--- src/rtl/urps_pkg.sv ---
package urps_pkg;

   // -------------------------------------------------------------
   // Register offsets (byte addresses)
   // -------------------------------------------------------------
   localparam logic [3:0] URPS_OFS_STATUS = 4'h0;
   localparam logic [3:0] URPS_OFS_MASK   = 4'h4;
   localparam logic [3:0] URPS_OFS_CONFIG = 4'h8;

   // -------------------------------------------------------------
   // Field positions
   // -------------------------------------------------------------
   localparam int URPS_B_CONNECTED = 0;
   localparam int URPS_B_ENABLED   = 1;
   localparam int URPS_B_SUSPENDED = 2;
   localparam int URPS_B_RESUME    = 3;
   localparam int URPS_B_CHG_LO    = 16;
   localparam int URPS_CHG_W       = 5;
   localparam int URPS_C_CONN      = 0;
   localparam int URPS_C_ENABLE    = 1;
   localparam int URPS_C_SUSPEND   = 2;
   localparam int URPS_C_OVERCUR   = 3;
   localparam int URPS_C_RESET     = 4;
   localparam int URPS_B_NONREM    = 0;

   // -------------------------------------------------------------
   // Reset values
   // -------------------------------------------------------------
   localparam logic [4:0] URPS_CHG_RST  = 5'h00;
   localparam logic [4:0] URPS_MASK_RST = 5'h00;
   localparam logic       URPS_CFG_RST  = 1'b0;

   // -------------------------------------------------------------
   // Timing
   // -------------------------------------------------------------
   localparam int URPS_RESUME_MS     = 20;
   localparam int URPS_CLK_KHZ       = 40000;
   localparam int URPS_RESUME_CYCLES = URPS_RESUME_MS * URPS_CLK_KHZ;

   // -------------------------------------------------------------
   // Types
   // -------------------------------------------------------------
   typedef enum {
      st_active,
      st_suspended,
      st_resuming
   } urps_state_e;

   typedef struct packed {
      logic [3:0]  addr;
      logic [31:0] wdata;
      logic        wr;
      logic        rd;
   } urps_bus_s;

   typedef struct packed {
      logic attach;
      logic overcurrent;
      logic upstream_resume;
   } urps_pins_s;

   typedef struct packed {
      logic power_on;
      logic reset_done;
      logic babble;
      logic host_resume_state;
   } urps_hc_s;

endpackage

--- src/rtl/urps_port.sv ---
// The address-and-strobe port and the address map were chosen for this implementation.
`timescale 1ns/1ps
`default_nettype none

module urps_port
   import urps_pkg::*;
#(
   parameter int RESUME_CYCLES = URPS_RESUME_CYCLES,
   parameter int CNT_W         = 20
) (
   input  wire logic                 core_clk,
   input  wire logic                 reset,
   input  wire urps_pkg::urps_bus_s  bus,
   output logic [31:0]               rdata,
   input  wire urps_pkg::urps_pins_s pins,
   input  wire urps_pkg::urps_hc_s   hc,
   output logic                      port_suspend,
   output logic                      port_enabled,
   output logic                      resume_drive,
   output logic                      resume_to_hc,
   output logic                      irq
);

   import urps_pkg::*;

   // -------------------------------------------------------------
   // Pin synchronisers
   // -------------------------------------------------------------
   urps_pins_s pins_s;

   urps_sync #(
      .WIDTH    (3)
   ) u_sync (
      .core_clk (core_clk),
      .reset    (reset),
      .async_in (pins),
      .sync_out (pins_s)
   );

   // -------------------------------------------------------------
   // State
   // -------------------------------------------------------------
   urps_state_e      state;
   urps_state_e      next_state;
   logic [CNT_W-1:0] count;
   logic [CNT_W-1:0] next_count;
   logic             port_enabled_flag;
   logic             next_enabled;
   logic [4:0]       chg;
   logic [4:0]       next_chg;
   logic [4:0]       mask;
   logic [4:0]       next_mask;
   logic             removable_device_mask;
   logic             next_removable;
   logic             conn_q;
   logic             oc_q;
   logic             next_resume_to_hc;
   logic [31:0]      next_rdata;

   logic             port_suspended_flag;
   logic             device_connected_flag;
   logic             connected;
   logic             wr_status;
   logic             wr_mask;
   logic             wr_cfg;
   logic             fault;
   logic             resume_done;
   logic             w_clr_en;
   logic             w_set_en;
   logic             w_set_susp;
   logic             w_resume;

   localparam logic [CNT_W-1:0] RESUME_LAST = CNT_W'(RESUME_CYCLES - 1);

   // -------------------------------------------------------------
   // Decode and derived terms
   // -------------------------------------------------------------
   // A non-removable device counts as attached for all port logic
   assign connected             = pins_s.attach | removable_device_mask;
   assign device_connected_flag = connected;
   assign port_suspended_flag   = (state != st_active);

   assign wr_status  = bus.wr && (bus.addr == URPS_OFS_STATUS);
   assign wr_mask    = bus.wr && (bus.addr == URPS_OFS_MASK);
   assign wr_cfg     = bus.wr && (bus.addr == URPS_OFS_CONFIG);
   assign w_clr_en   = wr_status && bus.wdata[URPS_B_CONNECTED];
   assign w_set_en   = wr_status && bus.wdata[URPS_B_ENABLED];
   assign w_set_susp = wr_status && bus.wdata[URPS_B_SUSPENDED];
   assign w_resume   = wr_status && bus.wdata[URPS_B_RESUME];

   assign resume_done = (state == st_resuming) && (count == RESUME_LAST);

   // Any hardware reason to drop the port off the bus
   assign fault = (pins_s.overcurrent & ~oc_q) | (conn_q & ~connected)
                | ~hc.power_on | hc.babble;

   // -------------------------------------------------------------
   // Suspend / resume sequencer
   // -------------------------------------------------------------
   always_comb begin
      next_state        = state;
      next_count        = '0;
      next_resume_to_hc = 1'b0;
      unique case (state)
         st_active: begin
            if (w_set_susp && connected) begin
               next_state = st_suspended;
            end
         end
         st_suspended: begin
            if (pins_s.upstream_resume) begin
               next_state        = st_resuming;
               next_resume_to_hc = 1'b1;
            end else if (w_resume) begin
               next_state = st_resuming;
            end
         end
         st_resuming: begin
            next_count = count + CNT_W'(1);
            if (resume_done) begin
               next_state = st_active;
               next_count = '0;
            end
         end
      endcase
      // Reset completion, host resume and loss of device abort the sequence
      if (hc.reset_done || hc.host_resume_state || !connected || !hc.power_on) begin
         next_state        = st_active;
         next_count        = '0;
         next_resume_to_hc = 1'b0;
      end
      // Suspend cannot take hold with no device
      if (!connected) begin
         next_state = st_active;
      end
   end

   // -------------------------------------------------------------
   // Enable flag
   // -------------------------------------------------------------
   always_comb begin
      next_enabled = port_enabled_flag;
      if ((w_set_en || hc.reset_done || resume_done) && connected) begin
         next_enabled = 1'b1;
      end
      if (fault || !connected) begin
         next_enabled = 1'b0;
      end
      // Software clear wins over every set in the same cycle
      if (w_clr_en) begin
         next_enabled = 1'b0;
      end
   end

   // -------------------------------------------------------------
   // Change flags, mask and configuration
   // -------------------------------------------------------------
   always_comb begin
      logic [4:0] set_bits;
      logic [4:0] clr_bits;
      set_bits = '0;
      clr_bits = '0;
      if (wr_status) begin
         clr_bits = bus.wdata[URPS_B_CHG_LO +: URPS_CHG_W];
      end
      if (conn_q != connected) begin
         set_bits[URPS_C_CONN] = 1'b1;
      end
      if ((w_set_en || w_set_susp) && !connected) begin
         set_bits[URPS_C_CONN] = 1'b1;
      end
      if (fault && port_enabled_flag && !w_clr_en) begin
         set_bits[URPS_C_ENABLE] = 1'b1;
      end
      if (resume_done) begin
         set_bits[URPS_C_SUSPEND] = 1'b1;
      end
      if (pins_s.overcurrent != oc_q) begin
         set_bits[URPS_C_OVERCUR] = 1'b1;
      end
      if (hc.reset_done) begin
         set_bits[URPS_C_RESET] = 1'b1;
      end
      // A new event in the clearing cycle is kept
      next_chg       = (chg & ~clr_bits) | set_bits;
      next_mask      = wr_mask ? bus.wdata[URPS_B_CHG_LO +: URPS_CHG_W] : mask;
      next_removable = wr_cfg ? bus.wdata[URPS_B_NONREM] : removable_device_mask;
   end

   // -------------------------------------------------------------
   // Read data
   // -------------------------------------------------------------
   always_comb begin
      next_rdata = '0;
      if (bus.rd) begin
         unique case (bus.addr)
            URPS_OFS_STATUS: begin
               next_rdata[URPS_B_CONNECTED] = device_connected_flag;
               next_rdata[URPS_B_ENABLED]   = port_enabled_flag;
               next_rdata[URPS_B_SUSPENDED] = port_suspended_flag;
               next_rdata[URPS_B_CHG_LO +: URPS_CHG_W] = chg;
            end
            URPS_OFS_MASK: begin
               next_rdata[URPS_B_CHG_LO +: URPS_CHG_W] = mask;
            end
            URPS_OFS_CONFIG: begin
               next_rdata[URPS_B_NONREM] = removable_device_mask;
            end
            default: begin
               next_rdata = '0;
            end
         endcase
      end
   end

   // -------------------------------------------------------------
   // Registers
   // -------------------------------------------------------------
   always_ff @(posedge core_clk or posedge reset) begin
      if (reset) begin
         state                 <= st_active;
         count                 <= '0;
         port_enabled_flag     <= 1'b0;
         chg                   <= URPS_CHG_RST;
         mask                  <= URPS_MASK_RST;
         removable_device_mask <= URPS_CFG_RST;
         conn_q                <= 1'b0;
         oc_q                  <= 1'b0;
         resume_to_hc          <= 1'b0;
         rdata                 <= '0;
      end else begin
         state                 <= next_state;
         count                 <= next_count;
         port_enabled_flag     <= next_enabled;
         chg                   <= next_chg;
         mask                  <= next_mask;
         removable_device_mask <= next_removable;
         conn_q                <= connected;
         oc_q                  <= pins_s.overcurrent;
         resume_to_hc          <= next_resume_to_hc;
         rdata                 <= next_rdata;
      end
   end

   // -------------------------------------------------------------
   // Outputs
   // -------------------------------------------------------------
   // Resume drive stays on for the whole resume interval; port_suspend only while suspended
   assign port_suspend = (state == st_suspended);
   assign resume_drive = (state == st_resuming);
   assign port_enabled = port_enabled_flag;
   assign irq          = |(chg & mask);

   // -------------------------------------------------------------
   // Assertions
   // -------------------------------------------------------------
   property p_susp_needs_conn;
      @(posedge core_clk) disable iff (reset)
      $rose(port_suspended_flag) |-> $past(connected);
   endproperty
   a_susp_needs_conn: assert property (p_susp_needs_conn)
      else $error("suspend set without a device");

   property p_enable_needs_conn;
      @(posedge core_clk) disable iff (reset)
      $rose(port_enabled_flag) |-> $past(connected);
   endproperty
   a_enable_needs_conn: assert property (p_enable_needs_conn)
      else $error("enable set without a device");

   property p_susp_disconnected;
      @(posedge core_clk) disable iff (reset)
      w_set_susp && !connected && !port_suspended_flag
      |=> chg[URPS_C_CONN] && !port_suspended_flag;
   endproperty
   a_susp_disconnected: assert property (p_susp_disconnected)
      else $error("suspend write on empty port mishandled");

   property p_sw_clear_enable;
      @(posedge core_clk) disable iff (reset)
      w_clr_en |=> !port_enabled_flag;
   endproperty
   a_sw_clear_enable: assert property (p_sw_clear_enable)
      else $error("enable survived a clear write");

   property p_fault_change;
      @(posedge core_clk) disable iff (reset)
      $fell(port_enabled_flag) && !$past(w_clr_en) |-> chg[URPS_C_ENABLE];
   endproperty
   a_fault_change: assert property (p_fault_change)
      else $error("enable dropped without enable change");

   property p_reset_clears_susp;
      @(posedge core_clk) disable iff (reset)
      hc.reset_done |=> !port_suspended_flag && chg[URPS_C_RESET];
   endproperty
   a_reset_clears_susp: assert property (p_reset_clears_susp)
      else $error("reset completion left port suspended");

   property p_resume_end;
      @(posedge core_clk) disable iff (reset)
      resume_done && connected && hc.power_on && !w_clr_en && !fault
      |=> chg[URPS_C_SUSPEND] && !port_suspended_flag && port_enabled_flag;
   endproperty
   a_resume_end: assert property (p_resume_end)
      else $error("resume end did not restore the port");

   property p_upstream_resume;
      @(posedge core_clk) disable iff (reset)
      resume_to_hc |-> $past(state) == st_suspended && resume_drive;
   endproperty
   a_upstream_resume: assert property (p_upstream_resume)
      else $error("resume forwarded from wrong state");

   property p_nonremovable_read;
      @(posedge core_clk) disable iff (reset)
      bus.rd && bus.addr == URPS_OFS_STATUS && removable_device_mask
      |=> rdata[URPS_B_CONNECTED];
   endproperty
   a_nonremovable_read: assert property (p_nonremovable_read)
      else $error("non-removable port read as empty");

   property p_connect_mirror;
      @(posedge core_clk) disable iff (reset)
      bus.rd && bus.addr == URPS_OFS_STATUS
      |=> rdata[URPS_B_CONNECTED] == $past(connected);
   endproperty
   a_connect_mirror: assert property (p_connect_mirror)
      else $error("connected flag does not mirror the port");

   property p_set_enable;
      @(posedge core_clk) disable iff (reset)
      w_set_en && connected && !fault && !w_clr_en |=> port_enabled_flag;
   endproperty
   a_set_enable: assert property (p_set_enable)
      else $error("enable write ignored");

   property p_susp_read;
      @(posedge core_clk) disable iff (reset)
      bus.rd && bus.addr == URPS_OFS_STATUS
      |=> rdata[URPS_B_SUSPENDED] == ($past(state) != st_active);
   endproperty
   a_susp_read: assert property (p_susp_read)
      else $error("suspended flag wrong on read");

endmodule

`default_nettype wire

--- src/rtl/urps_sync.sv ---
`timescale 1ns/1ps
`default_nettype none

module urps_sync #(
   parameter int WIDTH = 1
) (
   input  wire logic             core_clk,
   input  wire logic             reset,
   input  wire logic [WIDTH-1:0] async_in,
   output logic      [WIDTH-1:0] sync_out
);

   logic [WIDTH-1:0] stage1;

   // First stage feeds only the second stage
   always_ff @(posedge core_clk or posedge reset) begin
      if (reset) begin
         stage1   <= '0;
         sync_out <= '0;
      end else begin
         stage1   <= async_in;
         sync_out <= stage1;
      end
   end

endmodule

`default_nettype wire

--- config.mk ---
export PLATFORM = sky130hd
export DESIGN_NAME = urps_port
export DESIGN_NICKNAME = d
export VERILOG_FILES = /design/src/rtl/urps_pkg.sv /design/src/rtl/urps_port.sv /design/src/rtl/urps_sync.sv
export SDC_FILE = /design/constraint.sdc
export NUM_CORES = 1
export LEC_CHECK = 0
export BUFFER_PORTS_ARGS = -buffer_cell sky130_fd_sc_hd__buf_2
export CAP_MARGIN = 0
export CORE_MARGIN = 2
export CORE_UTILIZATION = 50
export DETAILED_ROUTE_END_ITERATION = 7
export PLACE_DENSITY_LB_ADDON = 0.25
export SLEW_MARGIN = 20
export SYNTH_ARGS = -nofsm -noshare
export SYNTH_HDL_FRONTEND = slang
export SYNTH_SLANG_ARGS = --single-unit
--- constraint.sdc ---
create_clock -name core_clk -period 1.9 [get_ports core_clk]
set_clock_uncertainty 0.1 [all_clocks]
set_input_delay 0.19 -clock core_clk [delete_from_list [all_inputs] [get_ports core_clk]]
set_output_delay 0.19 -clock core_clk [all_outputs]
set_load 0.01 [all_outputs]
==> flow_summary.json <==
{
  "status": "completed",
  "clk_latency_ps": 300,
  "worst_slack_ps": 97.8,
  "via_per_inst": 5.01,
  "wl_per_cell_um": 12.9,
  "gp_congestion": 0.802,
  "r2r_end": "state[1]",
  "peakVddDrop_mv": 0.277,
  "rsz0062_at_grt": "false",
  "cts_inserted_buffers": 5,
  "relSlewSlack_pct": 61.5,
  "clk_root_buffer_cell": "clkbuf_8",
  "cp.arrival_ps": 1900,
  "dieArea_um2": 5580,
  "tightest_slew_ps": 577,
  "cp-endpoint": "state[1]",
  "synthAdderAreaFrac_pct": 3.00,
  "cp-startpoint": "state[1]",
  "pin_count": 84,
  "synth_top_area_share_pct": 51.0,
  "synth_cells": 236,
  "p_seq_share_pct": 57.1,
  "p_sw_mw": 0.503,
  "die_h_um": 74.7,
  "setup.worst_path.class": "flop to flop",
  "netSwitchingFraction_pct": 24.3,
  "required_ps": 2000,
  "cp-end-kind": "flop",
  "yosysSeqAreaShare_pct": 51.0,
  "ys_ff_latch": 51,
  "mappedNetlistArea_um2": 2500,
  "ys_warn_count": 0,
  "power_mw": 2.07,
  "finalSetupTns_ps": 0,
  "antenna_found_initial": 0,
  "diodes": 0,
  "hp-class": "primary input to flop",
  "syn_to_final_growth_pct": 14.6,
  "timing.final.crit_period_ps": 1800,
  "final_core_util_pct": 59.9,
  "port_buffers": 36,
  "cts_tree": "yes",
  "power.share.clock_pct": 33.2,
  "synthFlopType": "dfrtp_1",
  "clkTransAtPathRegs_ps": 90,
  "grt_max_degree": 29,
  "setup_viol": 0,
  "post-cts-setup-buffers": 0,
  "synth_cell_type_count": 46,
  "rr_startpoint": "state[1]",
  "hold_viol": 0,
  "synth_mux_area_share_pct": 2.70,
  "finalCritPeriodShare_pct": 94.9,
  "synth-compound-area-share_pct": 6.50,
  "drv_cap": 0,
  "final_area_um2": 2870,
  "power.internal_mw": 1.56,
  "synth-edff-count": 0,
  "synth_area_leaders": "dfrtp_1 (51%), buf_4 (7.5%), nor2_1 (3.5%)",
  "htreeDepth": 2,
  "synthArstFlopShare_pct": 100,
  "crit_path_start_kind": "flop",
  "drtPass1Iterations": 4,
  "core_um2": 4790,
  "slew_violations": 0,
  "reg2reg_depth": 7,
  "drive_above_1_share_pct": 23.4,
  "r2r_slack_ps": 100,
  "dp_hpwl_um": 3450,
  "ant_nets": 0,
  "synth-xor-area-share_pct": 5.95,
  "yosys.area_share.simple_pct": 21.3,
  "cts.sinks": 51,
  "grt_pass1_wl_um": 7410,
  "drcViolationCount": 0,
  "synth_top_family_by_area": "simple AND/OR/NAND/NOR gates",
  "start_util_pct": 52.3,
  "cts_buffer_depth": 2,
  "avgSynthCellArea_um2": 10.6,
  "grt_pass1_vias": 1588,
  "drt_iter0_drc": 79,
  "place_area_um2": 2700,
  "pre_cts_ws_ps": 107,
  "cp_max_fo": 4,
  "grt_overflow": 0,
  "p_per_area_nw_per_um2": 722,
  "die_x_um": 74.7,
  "fmax_mhz": 555,
  "synth_most_common_cell": "dfrtp_1",
  "wirelength_um": 4560,
  "synth_common_cells": "dfrtp_1 (51), buf_4 (25), nor2_1 (23)",
  "grt.total_usage_pct": 17.5,
  "num_rows": 25,
  "nets": 338,
  "p_leak_nw": 1.35,
  "vias": 1769,
  "synth_largest_area_cell": "dfrtp_1",
  "p_comb_share_pct": 9.7
}
## registers in the layout, summed over array words and instances (netlist names)
| name | count |
|---|---|
| resume_to_hc | 1 |
| state | 2 |
| u_sync.stage1 | 3 |
| mask | 5 |
| removable_device_mask | 1 |
| count | 20 |
| oc_q | 1 |
| conn_q | 1 |
| u_sync.sync_out | 3 |
| port_enabled | 1 |
| chg | 5 |
| rdata | 8 |
## per-layer routing
layer	GRT usage, %	share of wire (%)	vias up
met5	0	0	-
met4	5.56	1.2	0
met3	5.49	6.0	8
met2	26.3	44	56
met1	24.3	48	841
li1	-	-	864
## critical path: stages (launching register included)
cell,delay [ps]
dfrtp_1,410
inv_1,90
ha_1,200
inv_1,50
a311o_1,310
o21a_1,130
and3_1,180
a22o_1,220
## power groups by stage
| stage | Combinational (mW) | Clock, mW | Sequential, mW |
|---|---|---|---|
| 2_1_floorplan | 0.159 | 0 | 1.19 |
| 3_3_place_gp | 0.188 | 0 | 1.20 |
| 3_5_place_dp | 0.192 | 0 | 1.20 |
| 4_1_cts | 0.201 | 0.700 | 1.18 |
| 5_1_grt | 0.226 | 0.745 | 1.19 |
| 6_report | 0.200 | 0.687 | 1.18 |
## cells by family (layout without fill, tap and decap cells)
kind of cell,after synthesis,after routing
other cells,1,24
simple gates,97,97
buf+inv,37,64
compound gates,21,21
flops,51,51
xor+xnor,17,17
mux,6,6
fa+ha+maj,6,6
## repair_timing
item	CTS	global route
hold buffers	5	0
setup endpoints to repair	0	14
gates resized for setup	0	3
endpoints found under the hold margin	30	0
## through the flow
step,hold WS [ps],instances
floorplan,121,259
global placement,187,340
detailed placement,192,340
CTS,26.0,353
global route,14.3,353
finish,20.9,353
## worst min-delay path by stage
stage,endpoint,cells past startpoint,startpoint,slack [ps]
detailed placement,chg[3],2,reset,190
global placement,u_sync.stage1[1],2,reset,190
floorplan,u_sync.stage1[0],0,pins[0],120
CTS,mask[3],2,bus[21],30
finish,chg[4],2,hc[2],20
global route,chg[4],2,hc[2],10
## cells in the final DEF, fill, tap and decap left out, drive strengths merged, types with 8 or more instances in the layout
master  count
and3        8
xor2        8
buf        42
nor2       24
dfrtp      51
xnor2       9
nand2      19
inv         9
conb       24
nand3      12
## final cells by class
class / count / area [um2]
fillers: 401 / 1920
flip-flops and latches: 51 / 1280
multi-input cells: 171 / 1090
repair buffers: 47 / 275
clock buffers: 7 / 96.3
well taps: 67 / 83.8
inverters: 9 / 33.8
clock inverters: 1 / 7.51
Power figures use the tool's default switching activity.
